[config.mk]
export PLATFORM = sky130hd
export DESIGN_NAME = secure_watchdog_timer
export DESIGN_NICKNAME = d
export VERILOG_FILES = /design/src/logic/secure_watchdog_timer_pkg.sv /design/src/logic/secure_watchdog_timer.sv
export VERILOG_INCLUDE_DIRS = /design/src /design/src/logic
export SDC_FILE = /design/constraint.sdc
export NUM_CORES = 1
export LEC_CHECK = 0
export BUFFER_PORTS_ARGS = -buffer_cell sky130_fd_sc_hd__buf_2
export CAP_MARGIN = 20
export CORE_ASPECT_RATIO = 1.1
export CORE_MARGIN = 10
export CORE_UTILIZATION = 37
export CTS_CLUSTER_DIAMETER = 100
export DETAILED_ROUTE_END_ITERATION = 12
export PLACE_DENSITY_LB_ADDON = 0.2
export SETUP_SLACK_MARGIN = 0.15
export SLEW_MARGIN = 10
export SYNTH_ARGS = -nofsm -noshare
export SYNTH_HDL_FRONTEND = slang
export SYNTH_SLANG_ARGS = --single-unit
[constraint.sdc]
create_clock -name clk -period 4.7 [get_ports clk]
set_input_delay 0.705 -clock clk [delete_from_list [all_inputs] [get_ports clk]]
set_output_delay 0.705 -clock clk [all_outputs]
set_load 0.05 [all_outputs]
[src/logic/secure_watchdog_timer_params.svh]
// Offsets, field positions, reset values and timing counts of the watchdog.
// Assumes a 32-bit APB bus that decodes the full byte address.
`ifndef SECURE_WATCHDOG_TIMER_PARAMS_SVH
`define SECURE_WATCHDOG_TIMER_PARAMS_SVH

// ------------------------------------------------------------
// Register map
// ------------------------------------------------------------
`define ADDR_RELOAD 32'hFFFF_0360
`define ADDR_COUNT 32'hFFFF_0364
`define ADDR_CONTROL 32'hFFFF_0368
`define ADDR_REFRESH 32'hFFFF_036C
`define RESET_CONTROL 16'h0000
`define RESET_RELOAD 16'h3BF8
`define RESET_LFSR 8'h00

// ------------------------------------------------------------
// Control fields
// ------------------------------------------------------------
`define BIT_COUNT_UP 8
`define BIT_ENABLE 7
`define BIT_PERIODIC 6
`define BIT_WATCHDOG 5
`define BIT_SECURE 4
`define BIT_PRESCALE_HI 3
`define BIT_PRESCALE_LO 2
`define BIT_IRQ_SELECT 1
`define BIT_PD_STOP 0
`define LFSR_TAPS 8'h63

// ------------------------------------------------------------
// Timing
// ------------------------------------------------------------
`define CLK_FREQ_HZ 25000000
`define OSC_FREQ_HZ 32768
`define OSC_TICK_CYCLES (`CLK_FREQ_HZ / `OSC_FREQ_HZ)

`endif

[src/logic/secure_watchdog_timer_pkg.sv]
// Types shared by the watchdog timer.
// Assumes nothing of its surroundings.
package secure_watchdog_timer_pkg;
    typedef logic [15:0] word16_t;
    typedef logic [7:0] lfsr_t;
    typedef logic [31:0] apb_word_t;
endpackage

[src/logic/secure_watchdog_timer.sv]
// Watchdog and general 16-bit timer with secure-clear refresh, on APB.
// Assumes rst_b is the power-on reset; other chip resets never reach
// this block, and periphPowerDown and dbgHalt are synchronous to clk.
`include "secure_watchdog_timer_params.svh"

module secure_watchdog_timer #(
    parameter int TICK_DIV = `OSC_TICK_CYCLES
) (
    // Clock and power-on reset.
    input wire logic clk,
    input wire logic rst_b,
    // APB slave.
    input wire logic psel,
    input wire logic penable,
    input wire logic pwrite,
    input wire secure_watchdog_timer_pkg::apb_word_t paddr,
    input wire secure_watchdog_timer_pkg::apb_word_t pwdata,
    output secure_watchdog_timer_pkg::apb_word_t prdata,
    output logic pready,
    output logic pslverr,
    // Chip state.
    input wire logic periphPowerDown,
    input wire logic dbgHalt,
    // Events.
    output logic chipReset,
    output logic wdIrq
);

    // ------------------------------------------------------------
    // Helpers
    // ------------------------------------------------------------
    function automatic logic regHit(
        input secure_watchdog_timer_pkg::apb_word_t addr,
        input secure_watchdog_timer_pkg::apb_word_t offset
    );
        return addr == offset;
    endfunction

    // Left-shifting form whose taps follow x^8+x^6+x^5+x+1.
    function automatic secure_watchdog_timer_pkg::lfsr_t lfsrNext(
        input secure_watchdog_timer_pkg::lfsr_t state
    );
        secure_watchdog_timer_pkg::lfsr_t shifted;
        shifted = {state[6:0], 1'b0};
        if (state[7]) begin
            shifted = shifted ^ `LFSR_TAPS;
        end
        return shifted;
    endfunction

    // ------------------------------------------------------------
    // State
    // ------------------------------------------------------------
    secure_watchdog_timer_pkg::word16_t control_reg;
    secure_watchdog_timer_pkg::word16_t reload_reg;
    secure_watchdog_timer_pkg::word16_t count_reg;
    secure_watchdog_timer_pkg::word16_t count_next;
    secure_watchdog_timer_pkg::lfsr_t lfsr_reg;
    logic ctrlWritten_reg;
    logic [15:0] tickDiv_reg;
    logic tick_reg;
    logic ready_reg;

    // ------------------------------------------------------------
    // Bus decode
    // ------------------------------------------------------------
    logic accessDone;
    logic accessWr;
    logic refreshWr;
    logic ctrlWr;
    logic reloadWr;
    logic mapped;
    assign accessDone = psel && penable && ready_reg;
    assign accessWr = accessDone && pwrite;
    assign refreshWr = accessWr && regHit(paddr, `ADDR_REFRESH);
    assign ctrlWr = accessWr && regHit(paddr, `ADDR_CONTROL)
        && !ctrlWritten_reg;
    assign reloadWr = accessWr && regHit(paddr, `ADDR_RELOAD)
        && !control_reg[`BIT_WATCHDOG];
    assign mapped = regHit(paddr, `ADDR_RELOAD) || regHit(paddr, `ADDR_COUNT)
        || regHit(paddr, `ADDR_CONTROL) || regHit(paddr, `ADDR_REFRESH);

    // ------------------------------------------------------------
    // Mode decode
    // ------------------------------------------------------------
    logic wdogMode;
    logic secureMode;
    logic secureBad;
    logic secureOk;
    logic running;
    logic step;
    logic countUp;
    logic wrapHit;
    logic expire;
    logic refreshLoad;
    assign wdogMode = control_reg[`BIT_WATCHDOG];
    assign secureMode = wdogMode && control_reg[`BIT_SECURE];
    // A zero expected value never matches, so a zero seed always resets.
    assign secureBad = refreshWr && secureMode
        && (pwdata[7:0] != lfsr_reg || lfsr_reg == 8'h00);
    assign secureOk = refreshWr && secureMode && !secureBad;
    // Without secure clear the written value is not checked; outside watchdog mode it loads the seed.
    assign refreshLoad = refreshWr && !secureMode || secureOk;
    assign running = control_reg[`BIT_ENABLE]
        && !dbgHalt
        && !(control_reg[`BIT_PD_STOP] && periphPowerDown);
    assign step = running && tick_reg;
    // The watchdog always counts down whatever the direction bit says.
    assign countUp = control_reg[`BIT_COUNT_UP] && !wdogMode;
    assign wrapHit = countUp ? (count_reg == 16'hFFFF) : (count_reg == 16'h0000);
    assign expire = step && wdogMode && count_reg == 16'h0000;

    // ------------------------------------------------------------
    // Oscillator tick
    // ------------------------------------------------------------
    // The 32.768 kHz source is made from clk; every prescaler code
    // divides by one since the others are reserved.
    always_ff @(posedge clk or negedge rst_b) begin
        if (!rst_b) begin
            tickDiv_reg <= 16'h0000;
            tick_reg <= 1'b0;
        end else if (tickDiv_reg == 16'(TICK_DIV - 1)) begin
            tickDiv_reg <= 16'h0000;
            tick_reg <= 1'b1;
        end else begin
            tickDiv_reg <= tickDiv_reg + 16'h0001;
            tick_reg <= 1'b0;
        end
    end

    // ------------------------------------------------------------
    // Control and reload registers
    // ------------------------------------------------------------
    // Reserved bits 15:9 are stored as written; software keeps them zero.
    always_ff @(posedge clk or negedge rst_b) begin
        if (!rst_b) begin
            control_reg <= `RESET_CONTROL;
            ctrlWritten_reg <= 1'b0;
        end else if (ctrlWr) begin
            control_reg <= pwdata[15:0];
            ctrlWritten_reg <= 1'b1;
        end
    end

    always_ff @(posedge clk or negedge rst_b) begin
        if (!rst_b) begin
            reload_reg <= `RESET_RELOAD;
        end else if (reloadWr) begin
            reload_reg <= pwdata[15:0];
        end
    end

    // ------------------------------------------------------------
    // Counter
    // ------------------------------------------------------------
    always_comb begin
        count_next = count_reg;
        if (refreshLoad) begin
            count_next = reload_reg;
        end else if (expire) begin
            count_next = reload_reg;
        end else if (step && wrapHit) begin
            if (control_reg[`BIT_PERIODIC]) begin
                count_next = reload_reg;
            end else begin
                count_next = countUp ? 16'h0000 : 16'hFFFF;
            end
        end else if (step) begin
            count_next = countUp ? count_reg + 16'h0001 : count_reg - 16'h0001;
        end
    end

    always_ff @(posedge clk or negedge rst_b) begin
        if (!rst_b) begin
            count_reg <= `RESET_RELOAD;
        end else begin
            count_reg <= count_next;
        end
    end

    // ------------------------------------------------------------
    // Secure clear sequence
    // ------------------------------------------------------------
    // The sequence has no read path, so software must track it itself.
    always_ff @(posedge clk or negedge rst_b) begin
        if (!rst_b) begin
            lfsr_reg <= `RESET_LFSR;
        end else if (refreshWr && !wdogMode) begin
            lfsr_reg <= pwdata[7:0];
        end else if (secureOk) begin
            lfsr_reg <= lfsrNext(lfsr_reg);
        end
    end

    // ------------------------------------------------------------
    // Events
    // ------------------------------------------------------------
    always_ff @(posedge clk or negedge rst_b) begin
        if (!rst_b) begin
            chipReset <= 1'b0;
        end else begin
            chipReset <= (expire && !control_reg[`BIT_IRQ_SELECT])
                || secureBad;
        end
    end

    // A set in the same cycle as a refresh write wins over the clear.
    always_ff @(posedge clk or negedge rst_b) begin
        if (!rst_b) begin
            wdIrq <= 1'b0;
        end else if ((expire && control_reg[`BIT_IRQ_SELECT])
            || (step && wrapHit && !wdogMode)) begin
            wdIrq <= 1'b1;
        end else if (refreshWr) begin
            wdIrq <= 1'b0;
        end
    end

    // ------------------------------------------------------------
    // APB answer
    // ------------------------------------------------------------
    // One wait state: the answer is prepared in the first access cycle.
    always_ff @(posedge clk or negedge rst_b) begin
        if (!rst_b) begin
            ready_reg <= 1'b0;
        end else begin
            ready_reg <= psel && penable && !ready_reg;
        end
    end

    always_ff @(posedge clk or negedge rst_b) begin
        if (!rst_b) begin
            prdata <= 32'h0000_0000;
            pslverr <= 1'b0;
        end else if (psel && penable && !ready_reg) begin
            pslverr <= !mapped;
            prdata <= 32'h0000_0000;
            if (!pwrite && regHit(paddr, `ADDR_CONTROL)) begin
                prdata <= {16'h0000, control_reg};
            end else if (!pwrite && regHit(paddr, `ADDR_RELOAD)) begin
                prdata <= {16'h0000, reload_reg};
            end else if (!pwrite && regHit(paddr, `ADDR_COUNT)) begin
                prdata <= {16'h0000, count_reg};
            end
        end else begin
            pslverr <= 1'b0;
        end
    end

    assign pready = ready_reg;
endmodule

==> results of run 1 <==
cells by family (layout without fill, tap and decap cells):
logic type,Yosys count,in the layout,synth area share
AO/OA/AOI/OAI,137,137,0.164
buffers and inverters,48,110,0.0494
XOR/XNOR,37,37,0.0590
other,1,16,0.000683
adder cells (fa/ha/maj),19,19,0.0446
flip-flops,94,94,0.433
AND/OR/NAND/NOR,175,175,0.172
multiplexers,38,38,0.0770
critical path, delay by kind of cell, from the launching register on:
kind / cells / cell delay (ns)
AOI/OAI and AO/OA: 6 / 1.37
and+or+nand+nor: 2 / 0.95
DFF: 1 / 0.58
adders and majority gates: 1 / 0.42
xor gates and xnor gates: 1 / 0.21
power groups by stage:
| stage | sequential (mW) | combinational (mW) | clock (mW) |
|---|---|---|---|
| 5_1_grt | 0.854 | 0.288 | 0.770 |
| 4_1_cts | 0.850 | 0.270 | 0.733 |
| 2_1_floorplan | 0.939 | 0.111 | 0 |
| 3_3_place_gp | 0.864 | 0.265 | 0 |
| 6_report | 0.850 | 0.266 | 0.715 |
| 3_5_place_dp | 0.865 | 0.269 | 0 |
layer usage:
layer / share of wire / wire length [um] / GRT usage
met1: 0.42 / 6050 / 0.175
met2: 0.52 / 7600 / 0.256
met3: 0.050 / 722 / 0.0288
met4: 0.012 / 179 / 0.0394
met5: 0 / 0 / 0
worst max-delay path by stage:
stage | cells past startpoint | endpoint | slack, ns
4_1_cts | 10 | count_reg[12] | 1.06
3_5_place_dp | 10 | count_reg[12] | 1.11
3_3_place_gp | 10 | count_reg[12] | 1.21
5_1_grt | 10 | count_reg[12] | 0.83
2_1_floorplan | 8 | control_reg[10] | 1.92
6_report | 10 | count_reg[12] | 1.09
Yosys cell counts, types with 2 or more instances:
cell type  instances  area (um2)
dfstp_2           20         526
and2_1             3        18.8
buf_2              4        20.0
a22oi_1            6        45.0
inv_1             12        45.0
nor3_1             8        40.0
o2111a_1           2        22.5
nor4_4             2        42.5
mux2i_1            4        40.0
a31oi_1            6        37.5
nand3_1           13        65.1
a21o_1             8        60.1
nand4_1           10        62.6
o31ai_1            3        22.5
a21oi_1           40         200
nand2_1           46         173
and3_1             2        12.5
xor2_1            16         140
or3_1              3        18.8
o21ai_0           31         155
clkbuf_1          10        37.5
dfrtp_1           74        1850
nor4_1            10        62.6
mux2_2            24         270
mux2_1            10         113
o22ai_1            5        31.3
ha_1              18         225
nand2b_1           5        31.3
nor4b_4            2        47.6
o21a_1             3        22.5
and4_1             2        17.5
xnor2_1           21         184
nand2_2            3        18.8
buf_4             18         135
nand4b_1           4        35.0
a211oi_1           2        15.0
o211ai_1           8        60.1
nor2_1            52         195
a222oi_1          16         160
final cells by class:
cell class | count | area, um2
fillers | 1436 | 8230
multi-input cells | 422 | 2900
flip-flops and latches | 94 | 2380
repair buffers | 80 | 418
well taps | 192 | 240
clock buffers | 9 | 225
clock inverters | 7 | 62.6
inverters | 14 | 52.6
==> flow_metrics.env, run 1 <==
export IMPL_dpl_cell_area_mm2=0.00599
export IMPL_r2r_end="count_reg[12]"
export IMPL_synthesis_instances=549
export IMPL_grt_max_degree=52
export IMPL_drv_cap=0
export IMPL_comb_power_share=0.146
export IMPL_crit_chain="nand2b_1 > ha_1 > nor2b_1 > o31ai_1 > a31oi_1 > a21o_1 > o41ai_1 > xnor2_1 > a21oi_1 > o31ai_1"
export IMPL_dp_cells=802
export IMPL_portBuffers=74
export IMPL_post_drt_wl_per_cell_um=17.8
export IMPL_globalRouteTotalUtil=0.145
export IMPL_final_util=0.433
export IMPL_end_kind="flop"
export IMPL_final_cells=818
export IMPL_timing_rr_start="control_reg[5]"
export IMPL_slowest_delay_ns=0.78
export IMPL_finalSetupTns_ns=0
export IMPL_min_path_type="in2async"
export IMPL_cts_setup_buffers=0
export IMPL_clockBufferDepth=2
export IMPL_core_area_mm2=0.0145
export IMPL_drc=0
export IMPL_power_frac_seq=0.464
export IMPL_grt_pass1_wl_um=23500
export IMPL_rsz0062_at_grt="no"
export IMPL_critPathLaunchType="flop"
export IMPL_drtAntennaViolNets=0
export IMPL_dp_hpwl_um=11100
export IMPL_vias=4451
export IMPL_via_per_inst=5.44
export IMPL_cts_hold_buf=0
export IMPL_syn_to_final_growth_pct=14.3
export IMPL_pre_cts_ws_ns=1.11
export IMPL_row_count=46
export IMPL_cp_slowest_cell="nand2b_1"
export IMPL_overflow=0
export IMPL_r2r_cells=10
export IMPL_rrSetupSlack_ns=1.09
export IMPL_synth_flop_cell="dfrtp_1"
export IMPL_path_class="reg2reg"
export IMPL_die_w_um=136
export IMPL_fin_crit_sh=0.767
export IMPL_drv_slew=0
export IMPL_clockRootBuffer="clkbuf_16"
export IMPL_drtPass1Iterations=7
export IMPL_final_cell_mix="dfrtp_1 (74), buf_2 (73), nor2_1 (51)"
export IMPL_gp_congestion=0.881
export IMPL_clk_latency_ns=0.35
export IMPL_power_per_cell_area_mw_per_mm2=292
export IMPL_final_setup_worst_slack_ns=1.09
export IMPL_num_io_pins=107
export IMPL_synth_edf_count=0
export IMPL_swShare=0.302
export IMPL_cts_sinks=94
export IMPL_synth_async_reset_ratio=1.00
export IMPL_wirelength_um=14600
export IMPL_yosysUniqueCellTypes=62
export IMPL_cts_tree="built"
export IMPL_cts_buffers=9
export IMPL_ys_seq_area_frac=0.433
export IMPL_worstPathMaxFanout=23
export IMPL_leakage_nw=2.83
export IMPL_final_common_cell="dfrtp_1"
export IMPL_die_y_um=148
export IMPL_grt_pass1_vias=4496
export IMPL_status="finished, final reports clean"
export IMPL_diodes=0
export IMPL_worstMarginPinSlew_ns=1.01
export IMPL_antenna_found_initial=0
export IMPL_htree_levels=3
export IMPL_drt_iter0_drc=350
export IMPL_design_area_mm2=0.00628
export IMPL_initial_core_util=0.379
export IMPL_finClkSkew_ns=0.00838
export IMPL_post_route_min_period_ns=3.61
export IMPL_p_total_mw=1.83
export IMPL_hold_viol=0
export IMPL_cts_repair_resized=0
export IMPL_layout_drive_gt1_share=0.251
export IMPL_fp_dieArea_mm2=0.0201
export IMPL_relSlewSlack=0.325
export IMPL_p_sw_uw=553
export IMPL_ys_ff_latch=94
export IMPL_arrival_ns=3.88
export IMPL_fin_nets=711
export IMPL_vdd_ir_drop_max_uv=244
export IMPL_yosys_warnings=0
export IMPL_clk_pin_slew_ns=0.07
export IMPL_max_freq_ghz=0.277
export IMPL_cp_required_ns=4.97
export IMPL_avgSynthCellArea_um2=10.0
export IMPL_intPower_mw=1.28
export IMPL_syn_cell_area_mm2=0.00549
export IMPL_finalSetupViolCount=0
export IMPL_critPathLaunch="control_reg[5]"
export IMPL_whs_ns=0.334
export IMPL_cp_common_cell="o31ai_1"
export IMPL_clock_power_share=0.390
No activity file was read; power rests on OpenSTA's default activity.
==> run 2, diff against run 1 <==
clock period = 3 ns   (was 4.7 ns; I/O delays follow)
==> run 2 against run 1 <==
  * Non-clock buffer count up 16
  * Power up 57%
  * Clock power up 58%
  * Utilization up 1.1 points
  * Sequential share of layout area down 0.92 points
  * Highest routed layer unchanged
==> flow_metrics.env, run 2 (synthesis gave the netlist of run 1 again) <==
export IMPL_power_per_cell_area_mw_per_mm2=448
export IMPL_vdd_ir_drop_max_uv=285
export IMPL_swShare=0.303
export IMPL_hold_viol=0
export IMPL_fp_dieArea_mm2=0.0201
export IMPL_use_met1=0.184
export IMPL_path_class="reg2reg"
export IMPL_fillers=1426
export IMPL_intPower_mw=2.01
export IMPL_status="finished, final reports clean"
export IMPL_die_w_um=136
export IMPL_finalSetupTns_ns=0
export IMPL_arrival_ns=2.90
export IMPL_num_io_pins=107
export IMPL_worstMarginPinSlew_ns=0.634
export IMPL_clockBufferDepth=2
export IMPL_layout_drive_gt1_share=0.274
export IMPL_gp_congestion=0.878
export IMPL_grt_pass1_vias=4640
export IMPL_post_drt_wl_per_cell_um=17.7
export IMPL_core_area_mm2=0.0145
export IMPL_row_count=46
export IMPL_clk_latency_ns=0.35
export IMPL_syn_to_final_growth_pct=17.2
export IMPL_htree_levels=3
export IMPL_wirelength_um=14800
export IMPL_min_path_type="in2reg"
export IMPL_clk_pin_slew_ns=0.07
export IMPL_power_frac_seq=0.462
export IMPL_cts_tree="built"
export IMPL_initial_core_util=0.379
export IMPL_globalRouteTotalUtil=0.149
export IMPL_busiest_layer="met2"
export IMPL_portBuffers=74
export IMPL_clockRootBuffer="clkbuf_16"
export IMPL_dp_hpwl_um=11200
export IMPL_end_kind="flop"
export IMPL_clock_power_share=0.391
export IMPL_critPathLaunchType="flop"
export IMPL_whs_ns=0.328
export IMPL_cts_buffers=9
export IMPL_cp_required_ns=3.24
export IMPL_fin_nets=727
export IMPL_relSlewSlack=0.576
export IMPL_die_y_um=148
export IMPL_antenna_found_initial=0
export IMPL_final_common_cell="dfrtp_1"
export IMPL_post_route_min_period_ns=2.66
export IMPL_cts_setup_buffers=0
export IMPL_via_per_inst=5.43
export IMPL_drv_slew=0
export IMPL_grt_pass1_wl_um=24100
export IMPL_max_freq_ghz=0.376
export IMPL_comb_power_share=0.147
export IMPL_drc=0
export IMPL_final_setup_worst_slack_ns=0.338
export IMPL_grt_max_degree=81
export IMPL_vias=4531
export IMPL_drv_cap=0
export IMPL_overflow=0
export IMPL_cts_sinks=94
export IMPL_drtPass1Iterations=5
export IMPL_p_sw_uw=873
export IMPL_met3_usage=0.0275
export IMPL_finalSetupViolCount=0
export IMPL_final_cell_mix="dfrtp_1 (74), buf_2 (73), nor2_1 (49)"
export IMPL_drtAntennaViolNets=0
export IMPL_leakage_nw=2.93
export IMPL_worstPathMaxFanout=12
export IMPL_drt_iter0_drc=399
export IMPL_finClkSkew_ns=0.00770
export IMPL_fin_crit_sh=0.887
export IMPL_rsz0062_at_grt="yes"
export IMPL_pre_cts_ws_ns=0.0980
export IMPL_diodes=0
export IMPL_globalRouteMet2Util=0.255
run 2: path summary, 6_finish.rpt:
| path | to | depth (start not counted) | start | slack (ns) |
|---|---|---|---|---|
| max | count_reg[15] | 11 | control_reg[5] | 0.34 |
| min | control_reg[13] | 2 | pwdata[13] | 0.33 |
| max reg2reg | count_reg[15] | 11 | control_reg[5] | 0.34 |
| min reg2reg | tickDiv_reg[15] | 1 | tickDiv_reg[15] | 0.48 |
| max in group asynchronous | count_reg[12] | 3 | rst_b | 1.80 |
| min in group asynchronous | tickDiv_reg[3] | 2 | rst_b | 0.49 |
run 2: power by group through the flow:
stage	clock network (mW)	logic [mW]	registers, mW
2_1_floorplan	0	0.174	1.47
3_3_place_gp	0	0.419	1.36
3_5_place_dp	0	0.424	1.36
4_1_cts	1.16	0.427	1.33
5_1_grt	1.22	0.460	1.34
6_report	1.13	0.423	1.33
run 2: final cells by class:
class	count	area (um2)	area share
Clock buffer	9	225	0.0350
Clock inverter	7	63.8	0.00992
Inverter	14	52.6	0.00817
Multi-Input combinational cell	422	2920	0.454
Sequential cell	94	2380	0.369
Tap cell	192	240	0.0373
Timing Repair Buffer	96	553	0.0859
run 2: metal layers:
layer | vias to the layer above | part of all wire
met2 | 115 | 0.51
met1 | 2227 | 0.43
met4 | 0 | 0.014
met5 | - | 0
met3 | 19 | 0.047
li1 | 2170 | -
run 2: what timing repair did:
| action | 4_1_cts | 5_1_grt |
|---|---|---|
| endpoints found under the setup margin | 2 | 8 |
| hold buffers | 1 | 0 |
| gates resized for setup | 1 | 5 |
| pin swaps | 0 | 1 |
| hold endpoints to repair | 14 | 0 |
run 2: metrics by stage:
step                      area, um2  power [mW]   util  std cells
final                          6430        2.88  0.444        834
after global routing           6430        3.01  0.444        834
after CTS                      6420        2.92  0.442        834
after detailed placement       6120        1.78  0.422        817
after global placement         6120        1.78  0.422        817
after floorplan                5550        1.65      -        564
run 2: worst max-delay path, stage by stage, from the launching register on:
cell,delay [ns]
dfrtp_1,0.38
nand2b_4,0.20
buf_4,0.21
ha_1,0.35
nor3_1,0.18
and4b_1,0.23
o2111a_1,0.17
nor2_2,0.14
a31o_2,0.21
mux2_2,0.34
nand3_1,0.08
nand2_1,0.05
